==> src/rtl/fw_pkg.sv <==
// Constants for the firmware upgrade and event log command handler.
// What this block does
// - Boot control write carries command, target byte, one data byte and a packet check.
// - Boot data 1 enters, 2 erases, 3 marks upload done, 4 exits.
// - The target byte is ignored for enter and exit requests.
// - Entering the boot loader switches the main output off.
// - After erase the status reads in-boot plus erased, and the host checks it.
// - Data write carries target, sequence low then high, count up to 32, payload.
// - Each accepted data packet increments the stored sequence number.
// - Data read returns count, sequence low, sequence high and the status byte.
// - Done request compares CRC-16 of the image with its final two bytes.
// - A passing check leaves status as in-boot with no error bits.
// - Exit takes effect only when every application image is valid.
// - After exit the application runs and status reads zero.
// - The application is not started when reprogramming saw any error.
// - Event log keeps five records; a new record overwrites the oldest.
// - A log trigger stores a record of timestamp and snapshot state.
// - Log upload write gives address high, low and length; read follows after 100 ms.
// - On a bad request or data not yet gathered the read returns length zero.
// - The application status read returns one status byte.
// - Status bits: 0x01 erased, 0x02 CRC bad, 0x04 sequence, 0x08 address, 0x80 boot.
package fw_pkg;

    // ----------------------------------------
    // Command codes and boot requests
    // ----------------------------------------
    localparam logic [7:0] CMD_STATUS = 8'he1;
    localparam logic [7:0] CMD_APP_STATUS = 8'he5;
    localparam logic [7:0] CMD_BOOT = 8'he6;
    localparam logic [7:0] CMD_DATA = 8'he7;
    localparam logic [7:0] CMD_LOG = 8'hf0;
    localparam logic [7:0] BOOT_ENTER = 8'h01;
    localparam logic [7:0] BOOT_ERASE = 8'h02;
    localparam logic [7:0] BOOT_DONE = 8'h03;
    localparam logic [7:0] BOOT_EXIT = 8'h04;
    localparam logic [7:0] NO_DATA = 8'hff;

    // ----------------------------------------
    // Targets, status bits and packet layout
    // ----------------------------------------
    localparam logic [7:0] TGT_INPUT = 8'h70;
    localparam logic [7:0] TGT_SECONDARY = 8'h73;
    localparam logic [7:0] TGT_BUS = 8'h69;
    localparam int ST_ERASED = 0;
    localparam int ST_CRC_BAD = 1;
    localparam int ST_SEQ_ERR = 2;
    localparam int ST_ADDR_ERR = 3;
    localparam int ST_IN_BOOT = 7;
    localparam logic [7:0] MAX_PACKET = 8'h20;
    localparam logic [5:0] PAYLOAD_IDX = 6'h05;
    localparam logic [5:0] DATA_RESP_LAST = 6'h03;
    localparam logic [7:0] DATA_RESP_COUNT = 8'h03;
    localparam logic [15:0] CRC_INIT = 16'hffff;
    localparam logic [15:0] CRC_POLY = 16'h1021;
    localparam int unsigned APP_BYTES_DEF = 32768;

    // ----------------------------------------
    // Event log and timing
    // ----------------------------------------
    localparam int LOG_RECORDS = 5;
    localparam int RECORD_BYTES = 8;
    localparam int LOG_BYTES = LOG_RECORDS * RECORD_BYTES;
    localparam longint unsigned CLK_HZ = 64'd100000000;
    localparam longint unsigned LOG_GATHER_MS = 64'd100;
    localparam longint unsigned LOG_GATHER_CYCLES = (LOG_GATHER_MS * CLK_HZ) / 64'd1000;

    // ----------------------------------------
    // Register map
    // ----------------------------------------
    localparam logic [7:0] ADDR_CTRL = 8'h00;
    localparam logic [7:0] ADDR_SNAP = 8'h04;
    localparam logic [7:0] ADDR_STATUS = 8'h08;
    localparam logic [7:0] ADDR_CRC = 8'h0c;
    localparam int CTRL_OUT_ON = 0;
    localparam int CTRL_LOG_TRIG = 1;
    localparam logic [1:0] RESP_OKAY = 2'h0;
    localparam logic [1:0] RESP_SLVERR = 2'h2;

    typedef enum logic [0:0] {TX_IDLE, TX_SEND} tx_state_e;

endpackage

==> src/rtl/fw_cmd_handler.sv <==
// Firmware upgrade and event log command handler with an AXI4-Lite register slave.
//
// Our own choices: the placing of the registers and the AXI4-Lite interface to the registers.
`timescale 1ns/10ps
module fw_cmd_handler #(
    parameter int unsigned APP_BYTES = fw_pkg::APP_BYTES_DEF,
    parameter int unsigned LOG_GATHER_CYCLES = 32'(fw_pkg::LOG_GATHER_CYCLES)
) (
    input wire logic sys_clk_i,
    input wire logic rstn_i,
    input wire logic rx_valid_i,
    input wire logic rx_first_i,
    input wire logic [7:0] rx_data_i,
    input wire logic rx_end_i,
    input wire logic rx_pec_ok_i,
    input wire logic tx_start_i,
    input wire logic tx_ready_i,
    output logic tx_valid_o,
    output logic [7:0] tx_data_o,
    output logic tx_last_o,
    output logic main_out_on_o,
    output logic app_run_o,
    input wire logic [7:0] s_axi_awaddr_i,
    input wire logic s_axi_awvalid_i,
    output logic s_axi_awready_o,
    input wire logic [31:0] s_axi_wdata_i,
    input wire logic [3:0] s_axi_wstrb_i,
    input wire logic s_axi_wvalid_i,
    output logic s_axi_wready_o,
    output logic [1:0] s_axi_bresp_o,
    output logic s_axi_bvalid_o,
    input wire logic s_axi_bready_i,
    input wire logic [7:0] s_axi_araddr_i,
    input wire logic s_axi_arvalid_i,
    output logic s_axi_arready_o,
    output logic [31:0] s_axi_rdata_o,
    output logic [1:0] s_axi_rresp_o,
    output logic s_axi_rvalid_o,
    input wire logic s_axi_rready_i
);

    // ----------------------------------------
    // State
    // ----------------------------------------
    typedef struct packed {
        logic awready;
        logic wready;
        logic bvalid;
        logic [1:0] bresp;
        logic arready;
        logic rvalid;
        logic [1:0] rresp;
        logic [31:0] rdata;
        logic aw_got;
        logic w_got;
        logic [7:0] aw_addr;
        logic [31:0] wdata;
        logic [3:0] wstrb;
        logic out_req;
        logic out_on;
        logic [31:0] snap;
        logic [31:0] stamp;
        logic in_boot;
        logic app_run;
        logic erased;
        logic crc_bad;
        logic seq_err;
        logic addr_err;
        logic [2:0] valid;
        logic [1:0] tgt;
        logic [15:0] seq;
        logic [15:0] crc;
        logic [15:0] tail;
        logic [1:0] tail_n;
        logic [31:0] app_cnt;
        logic [7:0] cmd;
        logic [7:0] p1;
        logic [7:0] p2;
        logic [7:0] p3;
        logic [7:0] p4;
        logic [5:0] idx;
        logic [fw_pkg::LOG_BYTES-1:0][7:0] log;
        logic [2:0] wr_rec;
        logic [15:0] log_addr;
        logic [7:0] log_len;
        logic [31:0] gather;
        fw_pkg::tx_state_e tx;
        logic [5:0] tx_cnt;
        logic [5:0] tx_len;
        logic tx_valid;
        logic tx_last;
        logic [7:0] tx_data;
    } state_s;

    state_s s;
    state_s n;
    logic [15:0] crc_next;
    logic log_trig;
    logic [1:0] t;
    int base;

    crc16_byte_step u_crc (
        .crc_i(s.crc),
        .data_i(s.tail[15:8]),
        .crc_o(crc_next)
    );

    // ----------------------------------------
    // Helpers
    // ----------------------------------------
    function automatic logic [1:0] tgt_index(input logic [7:0] code);
        logic [1:0] r;
        r = 2'h3;
        if (code == fw_pkg::TGT_INPUT) r = 2'h0;
        if (code == fw_pkg::TGT_SECONDARY) r = 2'h1;
        if (code == fw_pkg::TGT_BUS) r = 2'h2;
        return r;
    endfunction

    function automatic logic [7:0] status_byte(input state_s x);
        logic [7:0] r;
        r = 8'h00;
        r[fw_pkg::ST_ERASED] = x.erased;
        r[fw_pkg::ST_CRC_BAD] = x.crc_bad;
        r[fw_pkg::ST_SEQ_ERR] = x.seq_err;
        r[fw_pkg::ST_ADDR_ERR] = x.addr_err;
        r[fw_pkg::ST_IN_BOOT] = x.in_boot;
        return r;
    endfunction

    // The window must lie inside the log and the gather delay must have run out.
    function automatic logic log_ok(input state_s x);
        return x.gather >= LOG_GATHER_CYCLES && x.log_len <= fw_pkg::MAX_PACKET
            && 32'(x.log_addr) + 32'(x.log_len) <= 32'(fw_pkg::LOG_BYTES);
    endfunction

    function automatic logic [5:0] resp_last(input state_s x);
        logic [5:0] r;
        r = 6'h00;
        if (x.cmd == fw_pkg::CMD_DATA) r = fw_pkg::DATA_RESP_LAST;
        if (x.cmd == fw_pkg::CMD_LOG && log_ok(x)) r = x.log_len[5:0];
        return r;
    endfunction

    function automatic logic [7:0] resp_byte(input state_s x, input logic [5:0] i);
        logic [7:0] r;
        int a;
        r = fw_pkg::NO_DATA;
        a = 32'(x.log_addr) + 32'(i) - 1;
        case (x.cmd)
            fw_pkg::CMD_STATUS, fw_pkg::CMD_APP_STATUS: r = status_byte(x);
            fw_pkg::CMD_DATA: begin
                case (i)
                    6'h00: r = fw_pkg::DATA_RESP_COUNT;
                    6'h01: r = x.seq[7:0];
                    6'h02: r = x.seq[15:8];
                    default: r = status_byte(x);
                endcase
            end
            fw_pkg::CMD_LOG: begin
                if (!log_ok(x)) r = 8'h00;
                else if (i == 6'h00) r = x.log_len;
                else if (a < fw_pkg::LOG_BYTES) r = x.log[a];
            end
            default: r = fw_pkg::NO_DATA;
        endcase
        return r;
    endfunction

    // ----------------------------------------
    // Next state
    // ----------------------------------------
    always_comb begin
        n = s;
        log_trig = 1'b0;
        t = tgt_index(s.p1);
        base = 32'(s.wr_rec) * fw_pkg::RECORD_BYTES;
        n.stamp = s.stamp + 32'h1;
        if (s.gather < LOG_GATHER_CYCLES) n.gather = s.gather + 32'h1;

        // Register writes take address and data in either order.
        if (s.awready && s_axi_awvalid_i) begin
            n.aw_got = 1'b1;
            n.aw_addr = s_axi_awaddr_i;
        end
        if (s.wready && s_axi_wvalid_i) begin
            n.w_got = 1'b1;
            n.wdata = s_axi_wdata_i;
            n.wstrb = s_axi_wstrb_i;
        end
        if (s.bvalid && s_axi_bready_i) n.bvalid = 1'b0;
        if (n.aw_got && n.w_got && !n.bvalid) begin
            n.aw_got = 1'b0;
            n.w_got = 1'b0;
            n.bvalid = 1'b1;
            n.bresp = fw_pkg::RESP_OKAY;
            case (n.aw_addr)
                fw_pkg::ADDR_CTRL: begin
                    if (n.wstrb[0]) begin
                        n.out_req = n.wdata[fw_pkg::CTRL_OUT_ON];
                        log_trig = n.wdata[fw_pkg::CTRL_LOG_TRIG];
                    end
                end
                fw_pkg::ADDR_SNAP: begin
                    for (int k = 0; k < 4; k++) begin
                        if (n.wstrb[k]) n.snap[8*k+:8] = n.wdata[8*k+:8];
                    end
                end
                fw_pkg::ADDR_STATUS, fw_pkg::ADDR_CRC: n.bresp = fw_pkg::RESP_OKAY;
                default: n.bresp = fw_pkg::RESP_SLVERR;
            endcase
        end
        n.awready = !n.aw_got && !n.bvalid;
        n.wready = !n.w_got && !n.bvalid;

        if (s.rvalid && s_axi_rready_i) n.rvalid = 1'b0;
        if (s.arready && s_axi_arvalid_i) begin
            n.rvalid = 1'b1;
            n.rresp = fw_pkg::RESP_OKAY;
            n.rdata = 32'h0;
            case (s_axi_araddr_i)
                fw_pkg::ADDR_CTRL: n.rdata[fw_pkg::CTRL_OUT_ON] = s.out_req;
                fw_pkg::ADDR_SNAP: n.rdata = s.snap;
                fw_pkg::ADDR_STATUS: n.rdata = {3'h0, s.out_on, s.app_run, s.valid, s.seq, status_byte(s)};
                fw_pkg::ADDR_CRC: n.rdata = {s.tail, s.crc};
                default: n.rresp = fw_pkg::RESP_SLVERR;
            endcase
        end
        n.arready = !n.rvalid;

        // A trigger stores timestamp then snapshot, wrapping onto the oldest record.
        if (log_trig) begin
            for (int k = 0; k < fw_pkg::RECORD_BYTES; k++) begin
                n.log[base + k] = (k < 4) ? s.stamp[8*k+:8] : s.snap[8*(k%4)+:8];
            end
            n.wr_rec = (32'(s.wr_rec) == fw_pkg::LOG_RECORDS - 1) ? 3'h0 : s.wr_rec + 3'h1;
        end

        // Incoming write frame, one byte per beat.
        if (rx_valid_i) begin
            if (rx_first_i) begin
                n.cmd = rx_data_i;
                n.idx = 6'h01;
            end else begin
                case (s.idx)
                    6'h01: n.p1 = rx_data_i;
                    6'h02: n.p2 = rx_data_i;
                    6'h03: n.p3 = rx_data_i;
                    6'h04: n.p4 = rx_data_i;
                    default: n.p4 = s.p4;
                endcase
                // Payload enters the check only while the sequence matches.
                if (s.cmd == fw_pkg::CMD_DATA && s.in_boot && s.idx >= fw_pkg::PAYLOAD_IDX
                    && {2'h0, 6'(s.idx - fw_pkg::PAYLOAD_IDX)} < s.p4 && s.p4 <= fw_pkg::MAX_PACKET
                    && {s.p3, s.p2} == s.seq) begin
                    if (s.app_cnt >= APP_BYTES) begin
                        n.addr_err = 1'b1;
                    end else begin
                        // The last two bytes stay out of the running value for the compare.
                        n.app_cnt = s.app_cnt + 32'h1;
                        if (s.tail_n == 2'h2) n.crc = crc_next;
                        n.tail = {s.tail[7:0], rx_data_i};
                        if (s.tail_n != 2'h2) n.tail_n = s.tail_n + 2'h1;
                    end
                end
                if (s.idx != 6'h3f) n.idx = s.idx + 6'h01;
            end
        end

        // Commands act at frame end once the packet check has passed.
        if (rx_end_i && rx_pec_ok_i) begin
            if (s.cmd == fw_pkg::CMD_BOOT && s.idx >= 6'h03) begin
                case (s.p2)
                    fw_pkg::BOOT_ENTER: begin
                        n.in_boot = 1'b1;
                        n.app_run = 1'b0;
                    end
                    fw_pkg::BOOT_ERASE: begin
                        if (s.in_boot && t != 2'h3) begin
                            n.tgt = t;
                            n.valid[t] = 1'b0;
                            n.erased = 1'b1;
                            n.crc_bad = 1'b0;
                            n.seq_err = 1'b0;
                            n.addr_err = 1'b0;
                            n.seq = 16'h0000;
                            n.crc = fw_pkg::CRC_INIT;
                            n.tail_n = 2'h0;
                            n.app_cnt = 32'h0;
                        end else if (s.in_boot) begin
                            n.addr_err = 1'b1;
                        end
                    end
                    fw_pkg::BOOT_DONE: begin
                        if (s.in_boot && s.tail_n == 2'h2 && s.crc == s.tail && !s.seq_err && !s.addr_err) begin
                            n.valid[s.tgt] = 1'b1;
                            n.erased = 1'b0;
                            n.crc_bad = 1'b0;
                        end else if (s.in_boot) begin
                            n.crc_bad = 1'b1;
                        end
                    end
                    fw_pkg::BOOT_EXIT: begin
                        if (s.in_boot && &s.valid && status_byte(s) == 8'h80) begin
                            n.in_boot = 1'b0;
                            n.app_run = 1'b1;
                        end
                    end
                    default: n.cmd = s.cmd;
                endcase
            end
            if (s.cmd == fw_pkg::CMD_DATA && s.idx >= fw_pkg::PAYLOAD_IDX && s.in_boot) begin
                if ({s.p3, s.p2} != s.seq || s.p4 > fw_pkg::MAX_PACKET) n.seq_err = 1'b1;
                else n.seq = s.seq + 16'h0001;
            end
            if (s.cmd == fw_pkg::CMD_LOG && s.idx >= 6'h04) begin
                n.log_addr = {s.p1, s.p2};
                n.log_len = s.p3;
                n.gather = 32'h0;
            end
        end

        // Read answer for the command last written.
        unique case (s.tx)
            fw_pkg::TX_IDLE: begin
                if (tx_start_i) begin
                    n.tx = fw_pkg::TX_SEND;
                    n.tx_cnt = 6'h00;
                    n.tx_len = resp_last(s);
                    n.tx_valid = 1'b1;
                    n.tx_data = resp_byte(s, 6'h00);
                    n.tx_last = resp_last(s) == 6'h00;
                end
            end
            fw_pkg::TX_SEND: begin
                if (tx_ready_i && s.tx_last) begin
                    n.tx = fw_pkg::TX_IDLE;
                    n.tx_valid = 1'b0;
                    n.tx_last = 1'b0;
                end else if (tx_ready_i) begin
                    n.tx_cnt = s.tx_cnt + 6'h01;
                    n.tx_data = resp_byte(s, s.tx_cnt + 6'h01);
                    n.tx_last = (s.tx_cnt + 6'h01) == s.tx_len;
                end
            end
        endcase

        n.out_on = n.out_req && !n.in_boot;
    end

    // ----------------------------------------
    // Registers
    // ----------------------------------------
    always_ff @(posedge sys_clk_i) begin
        if (!rstn_i) begin
            s <= '0;
            s.crc <= fw_pkg::CRC_INIT;
            s.valid <= 3'h7;
            s.app_run <= 1'b1;
            s.awready <= 1'b1;
            s.wready <= 1'b1;
            s.arready <= 1'b1;
            s.tx <= fw_pkg::TX_IDLE;
        end else begin
            s <= n;
        end
    end

    assign tx_valid_o = s.tx_valid;
    assign tx_data_o = s.tx_data;
    assign tx_last_o = s.tx_last;
    assign main_out_on_o = s.out_on;
    assign app_run_o = s.app_run;
    assign s_axi_awready_o = s.awready;
    assign s_axi_wready_o = s.wready;
    assign s_axi_bresp_o = s.bresp;
    assign s_axi_bvalid_o = s.bvalid;
    assign s_axi_arready_o = s.arready;
    assign s_axi_rdata_o = s.rdata;
    assign s_axi_rresp_o = s.rresp;
    assign s_axi_rvalid_o = s.rvalid;

endmodule

==> src/rtl/crc16_byte_step.sv <==
// One byte step of the CRC-16 used to check an uploaded application image.
`timescale 1ns/10ps
module crc16_byte_step (
    input wire logic [15:0] crc_i,
    input wire logic [7:0] data_i,
    output logic [15:0] crc_o
);

    logic [15:0] c;

    always_comb begin
        c = crc_i ^ {data_i, 8'h00};
        for (int b = 0; b < 8; b++) begin
            c = c[15] ? ({c[14:0], 1'b0} ^ fw_pkg::CRC_POLY) : {c[14:0], 1'b0};
        end
        crc_o = c;
    end

endmodule

==> config.mk <==
export PLATFORM = sky130hd
export DESIGN_NAME = fw_cmd_handler
export DESIGN_NICKNAME = d
export VERILOG_FILES = /design/src/rtl/fw_pkg.sv /design/src/rtl/fw_cmd_handler.sv /design/src/rtl/crc16_byte_step.sv
export SDC_FILE = /design/constraint.sdc
export NUM_CORES = 2
export LEC_CHECK = 0
export ABC_AREA = 1
export BUFFER_PORTS_ARGS = -buffer_cell sky130_fd_sc_hd__buf_2
export CORE_MARGIN = 5
export CORE_UTILIZATION = 35
export CTS_BUF_LIST = sky130_fd_sc_hd__clkbuf_8
export CTS_CLUSTER_DIAMETER = 120
export CTS_CLUSTER_SIZE = 20
export DETAILED_ROUTE_END_ITERATION = 16
export GPL_TIMING_DRIVEN = 0
export SETUP_SLACK_MARGIN = 0.1
export SLEW_MARGIN = 20
export SYNTH_ARGS = -nofsm -noshare
export SYNTH_HDL_FRONTEND = slang
export SYNTH_HIERARCHICAL = 1
export SYNTH_SLANG_ARGS = --single-unit
==> constraint.sdc <==
create_clock -name sys_clk_i -period 3.5 [get_ports sys_clk_i]
set_input_delay 0.7 -clock sys_clk_i [delete_from_list [all_inputs] [get_ports sys_clk_i]]
set_output_delay 0.7 -clock sys_clk_i [all_outputs]
set_load 0.01 [all_outputs]
# ---- Word-level counts from Yosys, hierarchy flattened
# Index checks and enable logic that the tools add are counted.
dict set report word_totals {
  reg_bits 694
  latch_bits 0
  mem_bits_rw 0
  mem_bits_ro 0
  inputBits 73
  output_inout_bits 53
  wordCells 410
  memories 0
}
dict set report op_classes {
  n_addsub 19
  multipliers 0
  div 0
  n_lt_le_gt_ge 33
  n_eq_ne 44
  shift 0
  n_mux 129
  bitwise 15
  reduce_logical 81
}
# cell count
set ops {}
lappend ops {{$bwmux 320} 8}
lappend ops {{$demux 8 s6} 7}
lappend ops {{$mux 66} 3}
lappend ops {{$mux 8} 22}
lappend ops {{$mux 32} 4}
lappend ops {{$mux 112} 1}
lappend ops {{$mux 13} 8}
lappend ops {{$mux 34} 3}
lappend ops {{$add 32x1->32 const B} 3}
lappend ops {{$pmux 31 s3} 1}
lappend ops {{$mux 43} 2}
lappend ops {{$mux 42} 2}
lappend ops {{$pmux 8 s3} 3}
lappend ops {{$ge 7x1->1 const B} 7}
lappend ops {{$lt 7x7->1 const B} 7}
lappend ops {{$bmux 8 s6} 1}
lappend ops {{$mux 16} 3}
lappend ops {{$mux 6} 7}
lappend ops {{$logic_and 1x1->1} 41}
lappend ops {{$eq 8x8->1 const B} 5}
lappend ops {{$mux 37} 1}
lappend ops {{$mux 36} 1}
lappend ops {{$mux 35} 1}
lappend ops {{$eq 16x16->1} 2}
lappend ops {{72 further kinds} 178}

# ---- Longest topological paths before layout
dict set report logic_depth {
  depth_word 30
  depth_mapped 27
}

# ---- Cells and area by module
# The synthesis kept the hierarchy.
# module n_inst cells_each area_each_um2
set modules_own_cells {}
lappend modules_own_cells {fw_cmd_handler 1 4541 33134.3}
lappend modules_own_cells {crc16_byte_step 1 117 586.8}

# ---- Worst setup path after synthesis
# No wires, ideal clock.
dict set report synth_path {
  path_kind {register -> register}
  from {register s[16] in the netlist's numbering}
  to {register s, in the netlist tx_data_o[3]}
  arrival_ns 3.157
  setup_slack_ns 0.226
  path_stages_with_launch 17
  path_buffers 2
  period_less_slack_ns 3.274
  path_cell_list {dfxtp_1 > ha_1 > nor2_1 > or2_2 > ha_1 > fa_1 > clkbuf_1 > clkbuf_1 > o221ai_1 > a21oi_1 > o21ai_0 > nand2_1 > nand2_1 > nor2_1 > nor2_1 > nor2_1 > nor2_1}
}
dict set report synth_via {
  elab_chain_cells 13
}
# item line
set synth_rtl {}
lappend synth_rtl {{start: declaration} fw_cmd_handler.sv:95} ;# state_s s;
lappend synth_rtl {{start signal: assignment} fw_cmd_handler.sv:365} ;# s <= n;
lappend synth_rtl {{$add 6x1->6 *} fw_cmd_handler.sv:342} ;# n.tx_data = resp_byte(s, s.tx_cnt + 6'h01);
lappend synth_rtl {{$add 16x6->17} fw_cmd_handler.sv:149} ;# a = 32'(x.log_addr) + 32'(i) - 1;
lappend synth_rtl {{$sub 17x1->18} fw_cmd_handler.sv:149}
lappend synth_rtl {{$bmux 8 s6} fw_cmd_handler.sv:163} ;# else if (a < fw_pkg::LOG_BYTES) r = x.log[a];
lappend synth_rtl {{$mux 8 (implied by the code) (2 in series)} fw_cmd_handler.sv:163}
lappend synth_rtl {{$mux 8} fw_cmd_handler.sv:163}
lappend synth_rtl {{$mux 8} fw_cmd_handler.sv:162} ;# else if (i == 6'h00) r = x.log_len;
lappend synth_rtl {{$mux 8} fw_cmd_handler.sv:161} ;# if (!log_ok(x)) r = 8'h00;
lappend synth_rtl {{$pmux 8 s3 *} fw_cmd_handler.sv:150} ;# case (x.cmd)
lappend synth_rtl {{$mux 9 *} fw_cmd_handler.sv:340} ;# end else if (tx_ready_i) begin
lappend synth_rtl {{$mux 8 *} fw_cmd_handler.sv:336} ;# if (tx_ready_i && s.tx_last) begin
lappend synth_rtl {{$pmux 10 s2 *} fw_cmd_handler.sv:324} ;# unique case (s.tx)
# Mark *: on every way between the ends. The rest lies on a longest branch, timed or not. The select of a mux whose other input is x is not followed.
# A chain may end at the register's enable or synchronous reset.

# ---- Worst setup path after layout
dict set report layout_path {
  from {register s[16] in the netlist's numbering}
  to {register s, in the netlist tx_data_o[0]}
}
# Same word-level chain as after synthesis.

==> qor.yml <==
flow.area_growth_from_synthesis_pct: 11.8
max_slew_margin_vs_limit: 0.218
post-route-period-util: 0.986
placement.setup.worst_slack_ns: -1.45
cts_tree: "built"
final_layout_size_suffix_gt1_frac: 0.133
crit_cells: 17
numClockSinks: 692
max_cap_check_violation_count: 0
worstPathCellList: "buf_4 > ha_1 > buf_2 > inv_2 > clkbuf_1 > o21ai_0 > o211ai_1 > nand3_1 > nand3_2 > nand3_2 > o21ai_2 > inv_1 > nand3_1 > nand2_1 > nand2_1 > nand2_1 > a21oi_2"
comb_power_share: 0.173
route.detailed.wl_per_inst_um: 21.5
grt_antenna_before_repair: 2
grt.total_usage: 0.243
kind_of_cell_with_the_highest_combined_delay_on_the_critical_path: "buffers and inverters"
post-route-min-period_ns: 3.45
power_density_nw_per_um2: 383
finalSetupViolations: 0
hold_viol: 0
critPathMaxFanout: 10
die-height_um: 320
worst_ep_required_time_ns: 4.15
worstHoldEndpoint: "s[620]"
pin_count_of_the_biggest_net_entering_global_routing: 21
place.detailed.hpwl_um: 98300
sw_frac_of_total: 0.313
power.internal_mw: 9.92
grt_pass1_vias: 30200
seq_power_share: 0.558
slew_violations: 0
worst_hold_startpoint: "s_axi_wdata_i[9]"
cell_type_with_the_highest_aggregate_area_in_the_netlist: "sky130_fd_sc_hd__dfxtp_1"
postSynthCellCount: 4658
cts_hold_buf: 0
initial_core_util: 0.354
synth.lib_cells_used.distinct: 57
core_region_area_um2: 95300
buffers_on_ports: 123
final_common_cell: "sky130_fd_sc_hd__dfxtp_1"
critPathMostFrequentCell: "sky130_fd_sc_hd__nand2_1"
maximum_level_of_the_cts_h_tree: 2
clkTransAtPathRegs_ns: 0.14
fp-row-count: 113
worstHoldPathCells: 3
worst_slack_ns: 0.0486
synth_warnings: 6
rr_startpoint: "s[16]"
drt_first_pass_iters: 6
dpl-instance-area_um2: 35900
drcViolationCount: 0
fin_worst_skew_ns: 0.0598
power.static_leakage_nw: 14.7
regToRegSetupSlack_ns: 0.05
critical_path.startpoint_type: "flip-flop"
synth-seq-cells: 692
worstReg2RegEnd: "tx_data_o[0]"
final_cell_area_um2: 37700
timing.critical_path.slowest_stage_cell: "sky130_fd_sc_hd__clkbuf_1"
post_drt_via_cell_ratio: 5.44
chipWidth_um: 320
ys_seq_area_frac: 0.411
power.clock.fraction: 0.268
max_flop_register: "s"
path_class: "flip-flop to flip-flop"
grt_setup_unrepaired: "true"
n_fill_cell: 10000
floorplan.die_area_um2: 103000
critPathCaptureType: "flip-flop"
fmaxAchievable_mhz: 290
cp.arrival_ns: 4.11
syn-mean-instance-area_um2: 7.24
cp_slowest_stage_delay_ns: 0.67
mostFrequentLayoutCells: "sky130_fd_sc_hd__dfxtp_1 (688), sky130_fd_sc_hd__nand2_1 (629), sky130_fd_sc_hd__nor2_1 (595)"
final_net_count: 4987
num_vias: 33300
drt_wl_total_um: 131000
gpl.final_weighted_congestion: 1.01
clockBufferDepth: 3
finish.utilization: 0.396
wire_length_of_the_first_global_routing_pass_um: 192000
flip_flop_count_of_the_largest_register_all_copies_and_words_added: 641
clock_tree.root_cell: "sky130_fd_sc_hd__clkbuf_8"
tightestPinTransition_ns: 1.17
ios: 126
yosys-top-cells-area: "sky130_fd_sc_hd__dfxtp_1 (41%), sky130_fd_sc_hd__o21ai_0 (7.8%), sky130_fd_sc_hd__a21oi_1 (7.4%), sky130_fd_sc_hd__nand2_1 (7.3%), sky130_fd_sc_hd__nor2_1 (6.7%)"
r2r.worst_path.cells: 17
clk_latency_ns: 0.74
hp-class: "primary input to flip-flop"
path_buf_inv: 5
outcome: "finished clean"
drtIter0Drc: 3762
maximum_vdd_drop_v: 0.000285
cts_made_buffers: 41
synth_largest_type_area_fraction: 0.411
grt.overflow.total: 0
ant_nets: 0
netSwitchingPower_mw: 4.53
syn_area_um2: 33700
-- worst reg2reg max path: cells and delay by family, from the launching register on --
kind	cells	cell delay (ns)
buffers and inverters	5	1.21
AO/OA/AOI/OAI	4	0.81
AND/OR/NAND/NOR	7	0.65
flip-flops	1	0.41
adder cells (fa/ha/maj)	1	0.33
-- cell families after synthesis --
kind of cell	count (synthesis)	synth area share
other cells	1	0.000111
buf+inv	829	0.103
mux	30	0.00894
flops	692	0.411
simple gates	1652	0.207
fa+ha+maj	62	0.0235
compound gates	1339	0.233
xor+xnor	53	0.0138
-- routing by layer --
layer	part of all wire	up-vias	GRT usage
met5	0	-	0
li1	-	15800	-
met1	0.43	15700	0.336
met3	0.092	286	0.0419
met2	0.43	1563	0.372
met4	0.052	0	0.107
-- worst max path at each step --
stage / startpoint / end / slack (ns)
after global routing: s[16] / tx_data_o[3] / 0.008
after global placement: s[16] / tx_data_o[3] / -1.44
after floorplan: s[16] / tx_data_o[3] / 0.23
after detailed placement: s[16] / tx_data_o[3] / -1.45
after CTS: s[16] / tx_data_o[6] / 0.09
final: s[16] / tx_data_o[0] / 0.05
-- per-stage QoR --
step,std cells,power [mW],hold WS (ns),TNS [ns]
final,6124,14.4,0.197,0
after detailed placement,6048,10.3,0.417,-9.76
after floorplan,4659,9.44,0.408,0
after global routing,6122,14.9,0.209,0
after global placement,6047,10.3,0.415,-12.05
after CTS,6110,14.3,0.163,0
-- what timing repair did --
item	in CTS	in global routing
cloned	1	0
pin swaps	11	32
resized for setup	135	146
setup buffers	14	11
setup endpoints to repair	8	51
-- power by group through the flow --
stage	clock [mW]	sequential [mW]	combinational, mW
after floorplan	0	8.22	1.22
after global placement	0	8.24	2.07
after detailed placement	0	8.24	2.08
after CTS	3.93	8.06	2.31
after global routing	4.18	8.08	2.63
final	3.88	8.07	2.51
-- cells in the mapped netlist, drive strengths merged --
cell,instances
a211oi,140
a21oi,498
a221oi,1
a22oi,13
a2bb2oi,1
a31oi,1
a32o,8
a32oi,3
a41oi,2
and2,4
and3,2
buf,120
clkbuf,176
clkinv,3
conb,1
dfxtp,692
fa,2
ha,60
inv,530
mux2,1
mux2i,29
nand2,682
nand3,185
nand3b,7
nand4,46
nor2,607
nor3,58
nor3b,2
nor4,18
o2111ai,4
o211ai,48
o21a,3
o21ai,556
o21bai,1
o221ai,15
o22ai,39
o311ai,1
o31ai,4
o41ai,1
or2,40
or4,1
xnor2,20
xor2,33
-- layout make-up --
| class | instances | area [um^2] | share of cell area |
|---|---|---|---|
| Inverter | 533 | 2030 | 0.0539 |
| Sequential cell | 692 | 13900 | 0.368 |
| Multi-Input combinational cell | 3138 | 17000 | 0.450 |
| Clock inverter | 6 | 66.3 | 0.00176 |
| Buffer | 296 | 1760 | 0.0467 |
| Antenna cell | 3 | 7.51 | 0.000199 |
| Clock buffer | 41 | 564 | 0.0150 |
| Timing Repair Buffer | 150 | 866 | 0.0230 |
| Tap cell | 1265 | 1580 | 0.0420 |
No activity file was read; power rests on OpenSTA's default activity.
